--- src/hdl/sfe_pkg.sv ---
// constants shared by both ends of the serial erase-cycle link
// assumes a 50 MHz reference clock on the programmer end
// Function
// - programmer unlocks before starting any cycle
// - setting write_start begins the selected cycle
// - clearing write_start ends the cycle
// - programmer times each cycle, about 2 ms
// - bulk-erase code selects everything plus protection bits
// - command code sent LSB first, clocked serially
// - erase program memory before any write
// - sequence starts with two jumps, one nop
// - unlock writes 0x55 then 0xaa to key
// - set, nops, wait, clear, more nops
// - rows may be erased one at a time
// - row erase keeps code-protect bits unchanged
// - clear row address, keep 0x40 increment
// - row-erase code selects one 32-word row
// - segment erase substitutes its own code
// - execute command shifts 24-bit word, executes
// - write_start locked unless key just written
// - advance row address, carry into high part
package sfe_pkg;
  // ==========================================================
  // timing
  localparam int CLK_MHZ = 50;
  localparam int ERASE_TIME_MS = 2;
  localparam int ERASE_CYC = ERASE_TIME_MS * CLK_MHZ * 1000;
  localparam int SCLK_HALF = 2;
  // ==========================================================
  // serial framing
  localparam int CMD_W = 4;
  localparam int WORD_W = 24;
  localparam int FRAME_W = CMD_W + WORD_W;
  localparam logic [3:0] CMD_EXEC = 4'h0;
  // ==========================================================
  // control register layout and codes
  localparam int WS_BIT = 15;
  localparam logic [15:0] OP_BULK = 16'h407f;
  localparam logic [15:0] OP_ROW = 16'h4071;
  localparam logic [15:0] KEY_FIRST = 16'h0055;
  localparam logic [15:0] KEY_SECOND = 16'h00aa;
  localparam logic [11:0] FA_CTL = 12'h3b0;
  localparam logic [11:0] FA_LO = 12'h3b1;
  localparam logic [11:0] FA_HI = 12'h3b2;
  localparam logic [11:0] FA_KEY = 12'h3b3;
  // ==========================================================
  // instruction words and decode patterns
  localparam logic [23:0] I_NOP = 24'h000000;
  localparam logic [23:0] I_GOTO = 24'h040100;
  localparam logic [23:0] I_SET_WS = 24'ha8e761;
  localparam logic [23:0] I_CLR_WS = 24'ha9e761;
  localparam logic [23:0] I_SKIP_NC = 24'haf0042;
  localparam logic [23:0] I_INC_HIGH = 24'hec2764;
  localparam logic [23:0] I_CLR_W6 = 24'heb0300;
  localparam logic [23:0] I_ADD_ROW = 24'h430307;
  localparam logic [23:0] I_KEY1 = 24'h200558;
  localparam logic [23:0] I_KEY1_ST = 24'h883b38;
  localparam logic [23:0] I_KEY2 = 24'h200aa9;
  localparam logic [23:0] I_KEY2_ST = 24'h883b39;
  localparam logic [23:0] I_CTL_ST = 24'h883b0a;
  localparam logic [23:0] I_LO_ST = 24'h883b16;
  localparam logic [23:0] I_HI_ST = 24'h883b26;
  localparam logic [23:0] I_INC_W7 = 24'h200407;
  localparam logic [3:0] MOVL_OPC = 4'h2;
  localparam logic [3:0] OP_REG = 4'ha;
  localparam logic [7:0] MOVST_OPC = 8'h88;
  localparam logic [4:0] ADD_OPC = 5'h08;
  localparam logic [23:0] CLR_MASK = 24'hfff87f;
  localparam logic [23:0] CLR_MATCH = 24'heb0000;
  // ==========================================================
  // programmer register map (apb byte offsets)
  localparam logic [7:0] A_CTRL = 8'h00;
  localparam logic [7:0] A_STATUS = 8'h04;
  localparam logic [7:0] A_ROW_OP = 8'h08;
  localparam logic [7:0] A_ROW_CNT = 8'h0c;
  localparam logic [7:0] A_PROGRESS = 8'h10;
  localparam int CTRL_BULK = 0;
  localparam int CTRL_ROW = 1;
  localparam int ST_BUSY = 0;
  localparam int ST_DONE = 1;
  localparam logic [15:0] RST_ROW_CNT = 16'h0001;
  // ==========================================================
  // sequencer
  localparam logic [4:0] SEQ_ROW_LOOP = 5'h07;
  localparam logic [4:0] SEQ_BULK_LAST = 5'h13;
  localparam logic [4:0] SEQ_ROW_LAST = 5'h17;
  typedef enum logic {KIND_BULK = 1'b0, KIND_ROW = 1'b1} sfe_kind_e;
  typedef enum logic [1:0] {ST_IDLE = 2'b00, ST_RUN = 2'b01, ST_WAIT = 2'b10} sfe_state_e;
  typedef enum logic [1:0] {KEY_IDLE = 2'b00, KEY_HALF = 2'b01, KEY_OPEN = 2'b10} sfe_key_e;
endpackage : sfe_pkg

--- src/hdl/sfe_link_if.sv ---
// two-wire serial link plus a link reset between programmer and device
// assumes the programmer owns both the clock and the data wire
`timescale 1ns/100ps
interface sfe_link_if;
  logic serial_clock_pin;
  logic serial_data_pin;
  logic link_rstn;
  modport prog (output serial_clock_pin, output serial_data_pin, output link_rstn);
  modport dev (input serial_clock_pin, input serial_data_pin, input link_rstn);
endinterface : sfe_link_if

--- src/hdl/sfe_prog.sv ---
// programmer end: apb-controlled erase sequencer driving the serial link
// assumes apb on ref_clk; the link clock is divided from ref_clk and driven out
`timescale 1ns/100ps
module sfe_prog #(
  parameter int ERASE_CYC = sfe_pkg::ERASE_CYC
) (
  input wire logic ref_clk,
  input wire logic rstn,
  input wire logic psel,
  input wire logic penable,
  input wire logic pwrite,
  input wire logic [31:0] paddr,
  input wire logic [31:0] pwdata,
  output logic [31:0] prdata,
  output logic pready,
  output logic pslverr,
  output logic seq_busy,
  sfe_link_if.prog link
);
  // ==========================================================
  // link clock divider
  logic [1:0] div_ff;
  logic sclk_ff;
  logic fall;
  logic div_wrap;
  assign div_wrap = div_ff == 2'(sfe_pkg::SCLK_HALF - 1);
  assign fall = div_wrap && sclk_ff;

  always_ff @(posedge ref_clk) begin
    if (!rstn) begin
      div_ff <= 2'h0;
      sclk_ff <= 1'b0;
    end else begin
      div_ff <= div_wrap ? 2'h0 : div_ff + 2'h1;
      if (div_wrap) begin
        sclk_ff <= !sclk_ff;
      end
    end
  end

  // ==========================================================
  // link reset: held low over at least one rising link edge
  logic link_rstn_ff;
  always_ff @(posedge ref_clk) begin
    if (!rstn) begin
      link_rstn_ff <= 1'b0;
    end else if (fall) begin
      link_rstn_ff <= 1'b1;
    end
  end

  // ==========================================================
  // apb decode
  logic setup;
  logic access;
  logic mapped;
  logic [7:0] offs;
  assign setup = psel && !penable;
  assign access = psel && penable;
  assign offs = paddr[7:0];
  assign mapped = paddr[31:8] == 24'h000000
                  && (offs == sfe_pkg::A_CTRL || offs == sfe_pkg::A_STATUS
                  || offs == sfe_pkg::A_ROW_OP || offs == sfe_pkg::A_ROW_CNT
                  || offs == sfe_pkg::A_PROGRESS);
  assign pready = 1'b1;
  assign pslverr = access && !mapped;

  logic start;
  logic start_bulk;
  logic start_row;
  assign start_bulk = pwdata[sfe_pkg::CTRL_BULK];
  assign start_row = pwdata[sfe_pkg::CTRL_ROW];
  assign start = access && pwrite && mapped && offs == sfe_pkg::A_CTRL
                 && (start_bulk || start_row);

  // ==========================================================
  // software configuration
  logic [15:0] row_op_ff;
  logic [15:0] row_cnt_ff;
  always_ff @(posedge ref_clk) begin
    if (!rstn) begin
      row_op_ff <= sfe_pkg::OP_ROW;
      row_cnt_ff <= sfe_pkg::RST_ROW_CNT;
    end else if (access && pwrite && mapped && !seq_busy) begin
      // writes while a sequence runs would change it midway, so they are dropped
      if (offs == sfe_pkg::A_ROW_OP) begin
        row_op_ff <= pwdata[15:0];
      end
      if (offs == sfe_pkg::A_ROW_CNT) begin
        row_cnt_ff <= pwdata[15:0];
      end
    end
  end

  // ==========================================================
  // sequencer
  sfe_pkg::sfe_state_e state_ff;
  sfe_pkg::sfe_kind_e kind_ff;
  logic [4:0] idx_ff;
  logic [15:0] rows_left_ff;
  logic [31:0] wait_ff;
  logic done_ff;
  logic [4:0] bit_ff;
  logic boundary;
  logic ent_last;
  logic ent_wait;
  logic [23:0] ent_word;
  logic wait_over;

  sfe_seq_rom u_rom (
    .kind(kind_ff),
    .idx(idx_ff),
    .row_op(row_op_ff),
    .last(ent_last),
    .wait_here(ent_wait),
    .word(ent_word)
  );

  assign seq_busy = state_ff != sfe_pkg::ST_IDLE;
  assign boundary = fall && (bit_ff == 5'(sfe_pkg::FRAME_W - 1) || !link_rstn_ff);
  assign wait_over = wait_ff == 32'(ERASE_CYC - 1);

  always_ff @(posedge ref_clk) begin
    if (!rstn) begin
      state_ff <= sfe_pkg::ST_IDLE;
      kind_ff <= sfe_pkg::KIND_BULK;
      idx_ff <= 5'h00;
      rows_left_ff <= 16'h0000;
      done_ff <= 1'b0;
    end else begin
      unique case (state_ff)
        sfe_pkg::ST_IDLE: begin
          if (start) begin
            // bulk wins when both bits are written together
            kind_ff <= start_bulk ? sfe_pkg::KIND_BULK : sfe_pkg::KIND_ROW;
            idx_ff <= 5'h00;
            rows_left_ff <= row_cnt_ff;
            done_ff <= 1'b0;
            state_ff <= sfe_pkg::ST_RUN;
          end
        end
        sfe_pkg::ST_RUN: begin
          if (boundary && link_rstn_ff) begin
            if (ent_wait) begin
              state_ff <= sfe_pkg::ST_WAIT;
            end else if (ent_last && kind_ff == sfe_pkg::KIND_ROW && rows_left_ff > 16'h0001) begin
              idx_ff <= sfe_pkg::SEQ_ROW_LOOP;
              rows_left_ff <= rows_left_ff - 16'h0001;
            end else if (ent_last) begin
              rows_left_ff <= 16'h0000;
              done_ff <= 1'b1;
              state_ff <= sfe_pkg::ST_IDLE;
            end else begin
              idx_ff <= idx_ff + 5'h01;
            end
          end
        end
        sfe_pkg::ST_WAIT: begin
          if (wait_over) begin
            idx_ff <= idx_ff + 5'h01;
            state_ff <= sfe_pkg::ST_RUN;
          end
        end
        default: state_ff <= sfe_pkg::ST_IDLE;
      endcase
    end
  end

  // erase time counted on ref_clk; link keeps carrying no-op frames meanwhile
  always_ff @(posedge ref_clk) begin
    if (!rstn) begin
      wait_ff <= 32'h00000000;
    end else if (state_ff == sfe_pkg::ST_WAIT) begin
      wait_ff <= wait_ff + 32'h00000001;
    end else begin
      wait_ff <= 32'h00000000;
    end
  end

  // ==========================================================
  // frame shifter: a frame is always in flight so the device stays aligned
  logic [27:0] frame_ff;
  logic sdata_ff;
  logic [23:0] next_word;
  logic [27:0] next_frame;
  assign next_word = (state_ff == sfe_pkg::ST_RUN && !ent_wait) ? ent_word : sfe_pkg::I_NOP;
  assign next_frame = {next_word, sfe_pkg::CMD_EXEC};

  always_ff @(posedge ref_clk) begin
    if (!rstn) begin
      frame_ff <= 28'h0000000;
      bit_ff <= 5'h00;
      sdata_ff <= 1'b0;
    end else if (boundary) begin
      frame_ff <= next_frame;
      bit_ff <= 5'h00;
      sdata_ff <= next_frame[0];
    end else if (fall) begin
      bit_ff <= bit_ff + 5'h01;
      sdata_ff <= frame_ff[bit_ff + 5'h01];
    end
  end

  assign link.serial_clock_pin = sclk_ff;
  assign link.serial_data_pin = sdata_ff;
  assign link.link_rstn = link_rstn_ff;

  // ==========================================================
  // read path: sampled in the setup cycle, stable through access
  logic [31:0] rd_ff;
  always_ff @(posedge ref_clk) begin
    if (!rstn) begin
      rd_ff <= 32'h00000000;
    end else if (setup && !mapped) begin
      // upper address bits are decoded and do not alias the map, so unmapped reads are forced to zero
      rd_ff <= 32'h00000000;
    end else if (setup) begin
      unique case (offs)
        sfe_pkg::A_STATUS: rd_ff <= {30'h00000000, done_ff, seq_busy};
        sfe_pkg::A_ROW_OP: rd_ff <= {16'h0000, row_op_ff};
        sfe_pkg::A_ROW_CNT: rd_ff <= {16'h0000, row_cnt_ff};
        sfe_pkg::A_PROGRESS: rd_ff <= {11'h000, idx_ff, rows_left_ff};
        default: rd_ff <= 32'h00000000;
      endcase
    end
  end
  assign prdata = rd_ff;
endmodule : sfe_prog

--- src/hdl/sfe_seq_rom.sv ---
// instruction sequences for bulk and row erase, indexed by step
// assumes the caller loops rows and stretches the wait entry
`timescale 1ns/100ps
module sfe_seq_rom (
  input wire sfe_pkg::sfe_kind_e kind,
  input wire logic [4:0] idx,
  input wire logic [15:0] row_op,
  output logic last,
  output logic wait_here,
  output logic [23:0] word
);
  always_comb begin
    last = 1'b0;
    wait_here = 1'b0;
    word = sfe_pkg::I_NOP;
    if (kind == sfe_pkg::KIND_BULK) begin
      unique case (idx)
        5'h00, 5'h01: word = sfe_pkg::I_GOTO;
        5'h03: word = {sfe_pkg::MOVL_OPC, sfe_pkg::OP_BULK, sfe_pkg::OP_REG};
        5'h04: word = sfe_pkg::I_CTL_ST;
        5'h05: word = sfe_pkg::I_KEY1;
        5'h06: word = sfe_pkg::I_KEY1_ST;
        5'h07: word = sfe_pkg::I_KEY2;
        5'h08: word = sfe_pkg::I_KEY2_ST;
        5'h09: word = sfe_pkg::I_SET_WS;
        5'h0e: wait_here = 1'b1;
        5'h0f: word = sfe_pkg::I_CLR_WS;
        sfe_pkg::SEQ_BULK_LAST: last = 1'b1;
        default: word = sfe_pkg::I_NOP;
      endcase
    end else begin
      unique case (idx)
        5'h00, 5'h01: word = sfe_pkg::I_GOTO;
        5'h03: word = sfe_pkg::I_CLR_W6;
        5'h04: word = sfe_pkg::I_LO_ST;
        5'h05: word = sfe_pkg::I_HI_ST;
        5'h06: word = sfe_pkg::I_INC_W7;
        5'h07: word = {sfe_pkg::MOVL_OPC, row_op, sfe_pkg::OP_REG};
        5'h08: word = sfe_pkg::I_CTL_ST;
        5'h09: word = sfe_pkg::I_KEY1;
        5'h0a: word = sfe_pkg::I_KEY1_ST;
        5'h0b: word = sfe_pkg::I_KEY2;
        5'h0c: word = sfe_pkg::I_KEY2_ST;
        5'h0d: word = sfe_pkg::I_SET_WS;
        5'h0f: wait_here = 1'b1;
        5'h10: word = sfe_pkg::I_CLR_WS;
        5'h12: word = sfe_pkg::I_ADD_ROW;
        5'h13: word = sfe_pkg::I_SKIP_NC;
        5'h14: word = sfe_pkg::I_INC_HIGH;
        5'h15: word = sfe_pkg::I_LO_ST;
        5'h16: word = sfe_pkg::I_GOTO;
        sfe_pkg::SEQ_ROW_LAST: last = 1'b1;
        default: word = sfe_pkg::I_NOP;
      endcase
    end
  end
endmodule : sfe_seq_rom

--- src/flat_wrapper.sv ---
// flat-port wrapper written by rule: the top's interface ports become plain ports
module sfe_prog_flat 
#(
  parameter int ERASE_CYC = sfe_pkg::ERASE_CYC
)
  (ref_clk, rstn, psel, penable, pwrite, paddr, pwdata, prdata, pready, pslverr, seq_busy, link_serial_clock_pin, link_serial_data_pin, link_link_rstn);
  sfe_link_if link_i ();
  input wire logic ref_clk;
  input wire logic rstn;
  input wire logic psel;
  input wire logic penable;
  input wire logic pwrite;
  input wire logic [31:0] paddr;
  input wire logic [31:0] pwdata;
  output logic [31:0] prdata;
  output logic pready;
  output logic pslverr;
  output logic seq_busy;
  output wire logic [$bits(link_i.serial_clock_pin)-1:0] link_serial_clock_pin;
  output wire logic [$bits(link_i.serial_data_pin)-1:0] link_serial_data_pin;
  output wire logic [$bits(link_i.link_rstn)-1:0] link_link_rstn;
  assign link_serial_clock_pin = link_i.serial_clock_pin;
  assign link_serial_data_pin = link_i.serial_data_pin;
  assign link_link_rstn = link_i.link_rstn;
  sfe_prog #(.ERASE_CYC(ERASE_CYC)) u_core (.ref_clk(ref_clk), .rstn(rstn), .psel(psel), .penable(penable), .pwrite(pwrite), .paddr(paddr), .pwdata(pwdata), .prdata(prdata), .pready(pready), .pslverr(pslverr), .seq_busy(seq_busy), .link(link_i));
endmodule
--- config.mk ---
export PLATFORM = sky130hd
export DESIGN_NAME = sfe_prog_flat
export DESIGN_NICKNAME = d
export VERILOG_FILES = /design/src/hdl/sfe_pkg.sv /design/src/hdl/sfe_link_if.sv /design/src/hdl/sfe_prog.sv /design/src/hdl/sfe_seq_rom.sv /design/src/flat_wrapper.sv
export SDC_FILE = /design/constraint.sdc
export NUM_CORES = 1
export LEC_CHECK = 0
export ABC_AREA = 1
export ABC_CLOCK_PERIOD_IN_PS = 7100
export BUFFER_PORTS_ARGS = -buffer_cell sky130_fd_sc_hd__buf_2
export CAP_MARGIN = 20
export CORE_MARGIN = 8
export CORE_UTILIZATION = 60
export CTS_CLUSTER_SIZE = 25
export DETAILED_ROUTE_END_ITERATION = 10
export GPL_TIMING_DRIVEN = 0
export PLACE_DENSITY = 0.82
export SYNTH_ARGS = -nofsm -noshare
export SYNTH_HDL_FRONTEND = slang
export SYNTH_HIERARCHICAL = 1
export SYNTH_SLANG_ARGS = --single-unit
--- constraint.sdc ---
create_clock -name ref_clk -period 7.1 [get_ports ref_clk]
set_input_delay 1.42 -clock ref_clk [delete_from_list [all_inputs] [get_ports ref_clk]]
set_output_delay 1.42 -clock ref_clk [all_outputs]
set_load 0.03 [all_outputs]
# ---- Yosys cells after proc, flatten, opt, wreduce, memory -nomap -nowiden
# Index checks and enable logic that the tools add are counted.
dict set report word_totals {
  register_bits 155
  in_bits 69
  out_inout_bits 38
  elab_cells 152
}
dict set report op_classes {
  add_sub_neg 5
  magnitude_cmp 2
  eq_ne 40
  muxes 40
  bitwise_logic 1
  n_reduce_logical 49
}
# op count
set op_table {}
lappend op_table {{$pmux 24 s16} 1}
lappend op_table {{$pmux 24 s9} 1}
lappend op_table {{$pmux 21 s4} 1}
lappend op_table {{$mux 16} 5}
lappend op_table {{$mux 24} 2}
lappend op_table {{$eq 5x4->1 const B} 8}
lappend op_table {{$eq 5x5->1 const B} 8}
lappend op_table {{$add 32x1->32 const B} 1}
lappend op_table {{$eq 32x17->1 const B} 1}
lappend op_table {{$pmux 16 s2} 1}
lappend op_table {{$mux 5} 6}
lappend op_table {{$logic_not 24->1} 1}
lappend op_table {{$eq 5x3->1 const B} 4}
lappend op_table {{$eq 8x4->1 const B} 2}
lappend op_table {{$gt 16x1->1 const B} 1}
lappend op_table {{$logic_and 1x1->1} 16}
lappend op_table {{$sub 16x1->16 const B} 1}
lappend op_table {{$pmux 5 s3} 1}
lappend op_table {{$mux 1} 13}
lappend op_table {{$mux 2} 6}
lappend op_table {{$reduce_and 6->1} 2}
lappend op_table {{$add 5x1->5 const B} 2}
lappend op_table {{$reduce_and 5->1} 2}
lappend op_table {{$reduce_or 2->1} 5}
lappend op_table {{other kinds (26)} 46}

# ---- Depth between registers and ports, before layout
# Gate-level depths: netlist (run 1).
dict set report depth {
  ltp_word 11
  ltp_mapped 14
  ltp_nobuf 14
}

# ---- Cells and area by module
# The synthesis (run 1) kept the hierarchy.
# module n_inst cells_per_inst area_each_um2 seq_area_each_um2
set by_module_without_submodules {}
lappend by_module_without_submodules {sfe_prog 1 1038 7195.7 2882.8}
lappend by_module_without_submodules {sfe_seq_rom 1 211 967.2 0.0}

# ---- Worst setup path after synthesis (run 1)
# OpenSTA, ideal clock, no wires.
dict set report synth_timing {
  path_kind {input port to output port}
  startpoint {in paddr[6]}
  endpoint {out pslverr}
  t_arrival_ps 2362
  required_time_ps 5680
  setup_slack_ps 3318
  path_stages 8
  n_path_buf 0
  cell_sequence {inv_1 nand2_1 nor2_2 nand2_2 nand3_1 nand2_1 inv_2 nor2_1}
}
dict set report synth_between {
  elab_chain_cells 8
  elab_cells_between_ends 12
  cone_classes {eq/ne (4); reduce/logical (8)}
}
# item line_no
set synth_lines {}
lappend synth_lines {{start: declaration} flat_wrapper.sv:13} ;# input wire logic [31:0] paddr;
lappend synth_lines {{$eq 8x3->1 or $logic_not 8->1 (tied branches)} sfe_prog.sv:62} ;# && (offs == sfe_pkg::A_CTRL || offs == sfe_pkg::A_STATUS
lappend synth_lines {{$logic_or 1x1->1} sfe_prog.sv:62}
lappend synth_lines {{$logic_or 1x1->1 (2 in series)} sfe_prog.sv:63} ;# || offs == sfe_pkg::A_ROW_OP || offs == sfe_pkg::A_ROW_CNT
lappend synth_lines {{$logic_or 1x1->1 (*)} sfe_prog.sv:64} ;# || offs == sfe_pkg::A_PROGRESS);
lappend synth_lines {{$logic_and 1x1->1 (*)} sfe_prog.sv:62}
lappend synth_lines {{$logic_not 1->1 (*)} sfe_prog.sv:66} ;# assign pslverr = access && !mapped;
lappend synth_lines {{$logic_and 1x1->1 (*)} sfe_prog.sv:66}
lappend synth_lines {{end: declaration} flat_wrapper.sv:17} ;# output logic pslverr;
# Mark *: on every way between the ends. The rest lies on a longest branch, timed or not.

# ---- Final worst setup path (run 1)
dict set report layout_timing {
  startpoint {in paddr[0]}
  endpoint {out pslverr}
}
# The elaborated chain is that of the path after synthesis.

==> summary by stage, run 1 <==
Placed design
The total of buffers placed on input and output ports is 77. The routability-driven placement congestion ratio is 0.982. Detailed placement finished with a half-perimeter wire length of 18000 um.

Route
The detailed router placed 8711 vias in this run. After the first detailed-routing iteration, the DRC count stood at 1028. The iteration count of the initial detailed-routing pass is 6. The mean routed wirelength per cell is 15.6 um. The via density per instance is 5.64. The count of antenna-violating nets left after detailed routing is 0.

After detailed routing, the total wire length is 24000 um. The total DRC errors in the routed layout is 0.

Setup path
The worst setup path is captured at a primary output. The delay contributed by the slowest stage of the critical path is 0.24 ns. Walking the worst path, the cells encountered are buf_2, inv_1, nand2_1, nor3_1, nand2_1, nand3_1, nand2_1, inv_2, nor2_1, buf_2. Data on the critical path is required at its endpoint by 5.68 ns.

The critical path in this run is classified as input port to primary output. The cell type with the highest occurrence count on the critical path is nand2_1. The slowest cell on the critical path is nor3_1.

STA classifies the critical path startpoint as an input port. The largest driver fanout on the critical path is 5. The arrival time at the worst endpoint is 2.62 ns. The internal reg-to-reg setup slack is 4.17 ns.

Layout
At the end of the flow the core is filled with cells to 0.713. The number of antenna diodes in the final layout is 0. The share of layout cells above drive strength 1 is 0.131.

The top cell types in the final layout, fill and taps aside, are nand2_1, nor2_1, dfxtp_1. The layout has 1187 filler cells. The area growth from synthesis to layout is 15.7%. In the final layout, flip-flops and latches occupy 2880 um^2.

The most frequent standard cell in the layout excluding fill and tap cells is nand2_1. In the final design database the tool counted 1435 nets. The multi-input combinational cells in the finished layout cover a total of 4470 um^2.

Floorplanning
The site row count is 42. Measured along the y axis, the die boundary spans 133 um. The effective utilization at floorplan is 0.616. The core region is 13200 um^2. The floorplan die area is 17600 um^2. The die width is 133 um. In this run the count of I/O pins placed on the die edge is 107.

Logic synthesis
After synthesis, the mean cell area works out to 6.54 um^2. The number of storage elements in the synthesis netlist is 144. The total standard cell area after synthesis is 8160 um^2. The number of distinct library cells after synthesis is 43.

Yosys mapped a number of flops with a built-in enable equal to 0. The most used flip-flop cell after synthesis is dfxtp_1. The number of standard cells after synthesis is 1249. The count of warnings emitted by yosys is 6. The sequential share of the synthesized area is 0.353. The share of flip-flops with an asynchronous set or reset is 0.

GRT
The first global-routing pass estimated 40300 um of wire. The global routing usage summed across all routing layers is 0.275. The number of global-route vias before repair came to 8443. For this run the aggregate overflow at the end of global routing stands at 0.

The number of antenna violations at the first check in global routing is 0. The pin count of the biggest net entering global routing is 17.

STA
The total count of max-transition violations in the final report came to 0. Setup violations remaining at the end of the flow were counted as 0. Clock skew on the completed layout was measured at 0.00701 ns. Setup repair after global routing left no endpoint under its margin. Of the available clock period, the critical path in the final layout requires 0.569. The tightest slew margin relative to the limit is 0.566. The minimum clock period is 4.04 ns.

After routing, the total negative slack on setup checks comes to 0 ns. The hold violation total from the final report is 0. For the pin with the worst max-slew slack, the measured transition is 0.652 ns. The fmax is 0.248 GHz.

CTS
The longest clock path from root to sink contains 2 buffers. The number of hold buffers added after CTS was 0. The count of cells resized by post-cts repair is 0.

The clock tree from TritonCTS is yes. Clock-pin slew was measured on the worst setup and hold paths at 0.07 ns. The clock net in this run drives a total of 144 sinks.

The number of CTS-inserted buffers is 17. For the worst-skew pair, the clock arrives at the later sink with an insertion delay of 0.43 ns. The tree is rooted in a clkbuf_16. Post-CTS timing repair inserted 0 buffers for setup. In this run the number of H-tree levels came out at 4.

Pwr
The peak supply drop is 0.155 mV. The design draws 1.87 mW. The analysis attributes to cell leakage a power of 4.19 nW. Dividing total power by cell area gives a power density of 198 nW/um^2.

Status
The run finished with clean final reports.

Hold path
The worst hold path belongs to the class flop to flop.

Job
The tool flagged a number of max-cap violations equal to 0.
[Yosys cell counts, drive strengths merged, types with 2 or more instances]
library cell | count | area (um^2)
o21ai | 95 | 483
nand2 | 294 | 1130
clkinv | 2 | 8.75
or2 | 3 | 18.8
a21oi | 79 | 395
o221ai | 9 | 78.8
nand3b | 4 | 30.0
clkbuf | 28 | 105
o22ai | 17 | 106
conb | 3 | 11.3
xor2 | 15 | 131
xnor2 | 5 | 43.8
nand4 | 16 | 100
nor4 | 4 | 25.0
nand3 | 78 | 430
a31oi | 3 | 18.8
o21a | 6 | 45.0
o211ai | 8 | 60.1
inv | 137 | 514
ha | 11 | 138
dfxtp | 144 | 2880
a32o | 12 | 120
a22oi | 5 | 37.5
buf | 31 | 218
nor2 | 209 | 842
nor3 | 25 | 145
nor3b | 4 | 30.0
[power breakdown]
part	total (mW)	switching (mW)	internal, mW
Combinational	0.0889	0.0603	0.0286
Sequential	0.814	0.00227	0.812
Clock	0.964	0.371	0.593
[state kept, by name (all words and copies together) (netlist names)]
signal	count
u_core/bit_ff	5
u_core/frame_ff	24
u_core/link.serial_clock_pin	1
u_core/row_cnt_ff	16
u_core/idx_ff	5
u_core/rows_left_ff	16
u_core/link.serial_data_pin	1
u_core/div_ff	2
u_core/state_ff	2
u_core/wait_ff	32
u_core/done_ff	1
u_core/link.link_rstn	1
u_core/row_op_ff	16
u_core/kind_ff	1
u_core/prdata	21
[per-layer routing]
layer	GRT usage	up-vias	share of wire
li1	-	4274	-
met1	0.323	3956	0.41
met2	0.477	405	0.48
met3	0.0496	76	0.073
met4	0.130	0	0.037
met5	0	-	0
[critical path: cells and delay by family]
| kind | cells | cell delay, ns |
|---|---|---|
| AND/OR/NAND/NOR | 6 | 0.81 |
| buffers and inverters | 4 | 0.39 |
[per-stage QoR]
| step | hold slack (ns) | cells | setup slack [ns] | instance area (um^2) |
|---|---|---|---|---|
| final | 0.436 | 1544 | 3.06 | 9440 |
| after global routing | 0.462 | 1544 | 2.92 | 9440 |
| after CTS | 0.434 | 1544 | 3.10 | 9440 |
| after detailed placement | 0.422 | 1512 | 3.12 | 8810 |
| after global placement | 0.419 | 1512 | 3.11 | 8810 |
| after floorplan | 0.404 | 1259 | 3.32 | 8200 |
[worst paths after layout]
path,startpoint,depth (start not counted),to
worst min-delay path,u_core/div_ff[0]$_SDFF_PP0_,1,u_core/div_ff[0]$_SDFF_PP0_
worst max-delay path,paddr[0],10,pslverr
worst min register to register,u_core/div_ff[0]$_SDFF_PP0_,1,u_core/div_ff[0]$_SDFF_PP0_
worst max register to register,u_core/idx_ff[2]$_SDFFE_PN0P_,12,u_core/rows_left_ff[15]$_SDFFE_PN0P_
[logic make-up after synthesis]
family          share of synthesized area
flops                               0.353
simple gates                        0.337
compound gates                      0.167
other cells                       0.00138
buf+inv                             0.104
fa+ha+maj                          0.0169
xor+xnor                           0.0215
[cell type report]
| class | count | share of cell area |
|---|---|---|
| Inverter | 139 | 0.0554 |
| Tap cell | 176 | 0.0233 |
| Multi-Input combinational cell | 917 | 0.474 |
| Clock buffer | 17 | 0.0451 |
| Buffer | 59 | 0.0342 |
| Timing Repair Buffer | 77 | 0.0408 |
| Clock inverter | 15 | 0.0223 |
| Sequential cell | 144 | 0.305 |
Power figures use the tool's default switching activity.
==> inputs of run 2 (changes only) <==
ABC_AREA = 0   (was 1)
ABC_CLOCK_PERIOD_IN_PS = 3400   (was 7100)
CORE_UTILIZATION = 53   (was 60)
PLACE_DENSITY = 0.77   (was 0.82)
clock period = 3.4 ns   (was 7.1 ns; I/O delays follow)
==> summary by stage, run 2 <==
Layout
In the final layout, the multi-input gates occupy 4750 um^2. Registers take 2880 um^2. The register containing the most flip-flops in the final layout is u_core/wait_ff.

In the final design database the tool counted 1136 nets. The flip-flop count of the largest register after layout is 32. The number of filler instances in the final layout is 1343.

For this run, the share of the core covered by cells in the final layout is 0.622. The library cells used most frequently in the layout, excluding fill and tap cells, are dfxtp_1, nor2_1, buf_2. After routing the design area is 9350 um^2.

Of the cells placed in the final design, the portion with a size suffix greater than 1 is 0.172. The library cell used most frequently in the layout, excluding fill and tap cells, is dfxtp_1. Relative to the synthesized area, the layout overhead comes to 16.1%.

The number of antenna diodes in the final layout is 0.

STA
For the final database, setup skew stands at 0.00821 ns. Subtracting the final worst setup slack from the clock period gives 3.20 ns. The fmax is 0.313 GHz.

The hold violation total from the final report is 0. The total count of max-transition violations in the final report is 0. The tightest slew margin relative to the limit is 0.305. Across all hold checks on the routed design, the worst slack comes to 0.429 ns.

The number of failing setup endpoints in the final timing report is 0. Setup repair after global routing left no endpoint under its margin. The worst path setup slack after routing is 0.203 ns. Of the available clock period, the critical path in the final layout requires 0.940. The transition at the pin with the smallest max-transition slack is 1.03 ns.

CTS
The tree is rooted in a clkbuf_16. The buffer depth of the longest clock path is 2. In this run the number of H-tree levels came out at 4.

The number of buffers inserted by hold repair at cts is 0. The number of sinks on the clock net is 144. The number of CTS-inserted buffers is 17. The clock tree from TritonCTS is yes. The insertion delay to the later sink of the worst-skew pair is 0.43 ns. Clock-pin slew was measured on the worst setup and hold paths at 0.06 ns.

GRT
In the global route stage, overall resource usage came out at 0.256. The first global-routing pass estimated 39900 um of wire. The number of antenna violations at the first check in global routing is 0. The number of global-route vias before repair is 7462. The global route total overflow is 0.

The pin count of the biggest net entering global routing is 17.

Logic synthesis
A synthesized cell averages 8.48 um^2. The synthesized design contains 0 enable-type register cells. The total standard cell area after synthesis is 8060 um^2.

Ranked by instance count, the synthesized netlist is headed by dfxtp_1, nor2_1, nand2_1, a21oi_1, clkbuf_1. Counting distinct cell types in the post-synthesis netlist gives 85. In this run, synthesis produced a sequential element count of 144. Among all flip-flop cells after synthesis, the most frequent one is dfxtp_1. The sequential share of the synthesized area is 0.358. The fraction of post-synthesis cell area in the top cell type by area is 0.358.

During synthesis, Yosys emitted a total of 6 warnings. The number of standard cells after synthesis is 950. In the synthesized netlist the async set-or-reset flop fraction comes to 0.

Among all cell types in the netlist, the one instantiated most often is dfxtp_1. The synthesized design spends more area on one cell type than any other, namely dfxtp_1. Sorting the synthesized cells by area gives the leading types as dfxtp_1, nor2_1, mux2i_1.

Placed design
The instance area at placement is 8720 um^2. The detailed placer's ending HPWL is 18300 um. Input and output buffers added on the ports amount to 78.

The post-placement worst setup slack is -0.345 ns. At the end of routability-driven placement, the weighted congestion stood at 0.970.

Setup path
The largest single stage delay on the critical path is 0.57 ns. The most numerous cell type found on the critical path is buf_2. The kind of cell with the highest combined delay along the critical path is simple AND/OR/NAND/NOR gates. The critical path goes through buf_2, buf_6, inv_1, nor4_4, nand2_1, nor3_1, a21oi_1, nor2_1, buf_2, a211oi_1. The critical path contains buffers and inverters numbering 4 combined. The arrival time at the worst endpoint is 3.47 ns. The worst setup path is launched from a flop. The worst setup path category is flop to flop. The required arrival time at the worst endpoint is 3.67 ns. Along the worst path, the maximum fanout reaches 10. The type of destination of the critical path is a flop. The slowest cell on the critical path is dfxtp_1.

Hold path
The class of the most critical hold timing path is flop to flop.

Route
The overall via count from detail_route is 7824. The detail route stage leaves a number of antenna-violating nets equal to 0. The via density per instance is 6.22. The first-iteration detailed-routing DRC count is 954. For this run, the detailed router's first-pass iteration total came to 9.

The mean routed wirelength per cell is 19.8 um. The wire length reported by the detailed router is 24900 um. The total DRC errors in the routed layout is 0.

Floorplanning
The core region is 15000 um^2. After floorplanning, the core was divided into 45 placement rows. The effective utilization at floorplan is 0.536. The floorplan step set the die height to 139 um. The die width is 139 um. The die covers 19400 um^2. 107 I/O pins were placed.

Pwr
For this design the ratio of total power to cell area is 403 nW/um^2. Summed over all cells, the static leakage comes to 3.60 nW. The peak supply drop is 0.430 mV.

Job
Across the run, the number of max-cap violations was 0.

Status
The flow ran to the end, and the final reports show no timing, DRC or antenna violations.
[run 2: cell types whose count changed after synthesis, moves of 14 or more]
cell,before,now
a21oi_1,79,46
a2bb2oi_1,0,17
xor2_1,15,31
nand2b_1,0,17
nand3_1,73,33
inv_1,130,16
xnor2_1,5,19
o21ai_0,90,29
nor2_1,198,122
nand2_1,286,70
mux2i_1,0,34
a22o_1,0,28
a222oi_1,0,16
a211oi_1,0,15
[run 2: worst paths after layout]
check                                startpoint                                   end  slack [ns]  cells after the start
setup / recovery  u_core/idx_ff[0]$_SDFFE_PN0P_  u_core/rows_left_ff[12]$_SDFFE_PN0P_        0.20                     10
hold / removal      u_core/div_ff[0]$_SDFF_PP0_           u_core/div_ff[0]$_SDFF_PP0_        0.43                      1
setup reg to reg  u_core/idx_ff[0]$_SDFFE_PN0P_  u_core/rows_left_ff[12]$_SDFFE_PN0P_        0.20                     10
hold reg to reg     u_core/div_ff[0]$_SDFF_PP0_           u_core/div_ff[0]$_SDFF_PP0_        0.43                      1
[run 2: layer usage]
| layer | vias to the layer above | wire (um) | global-route usage |
|---|---|---|---|
| met3 | 42 | 2310 | 0.0643 |
| met5 | - | 0 | 0 |
| li1 | 3703 | - | - |
| met1 | 3695 | 10900 | 0.335 |
| met2 | 384 | 11100 | 0.389 |
| met4 | 0 | 666 | 0.114 |
[run 2: what timing repair did]
action,in CTS,in global routing
buffers inserted,0,0
gates resized for setup,2,2
endpoints found under the setup margin,15,12
[run 2: cells by family (layout without fill, tap and decap cells)]
family	count (synthesis)	count (layout)	synth area share
muxes	41	41	0.0604
buffers and inverters	95	204	0.0605
adders and majority gates	11	11	0.0171
and+or+nand+nor	360	360	0.222
other	3	13	0.00140
xor gates and xnor gates	50	50	0.0543
DFF	144	144	0.358
AOI/OAI and AO/OA	246	246	0.226
[run 2: final cells by class]
cell class / count / share of cell area
Buffer: 75 / 0.0441
Clock buffer: 24 / 0.0547
Clock inverter: 8 / 0.0108
Inverter: 19 / 0.00763
Multi-Input combinational cell: 721 / 0.507
Sequential cell: 144 / 0.308
Tap cell: 188 / 0.0252
Timing Repair Buffer: 78 / 0.0417
[run 2: worst register-to-register path, delay by kind of cell (launching register included)]
family                 cells  cell delay [ns]
AO/OA/AOI/OAI              2             0.25
buffers and inverters      4             1.00
flip-flops                 1             0.57
AND/OR/NAND/NOR            4             1.22
[run 2: power by group]
group	switching, mW	total [mW]	internal, mW
sequential	0.00574	1.70	1.70
clock	0.708	1.90	1.19
combinational	0.108	0.167	0.0589
[run 2: through the flow]
step | TNS (ns) | power (mW) | std cells
after floorplan | 0 | 1.84 | 960
after global routing | 0 | 3.86 | 1257
after detailed placement | -3.37 | 1.90 | 1226
after CTS | 0 | 3.78 | 1258
final | 0 | 3.77 | 1257
after global placement | -3.23 | 1.90 | 1226
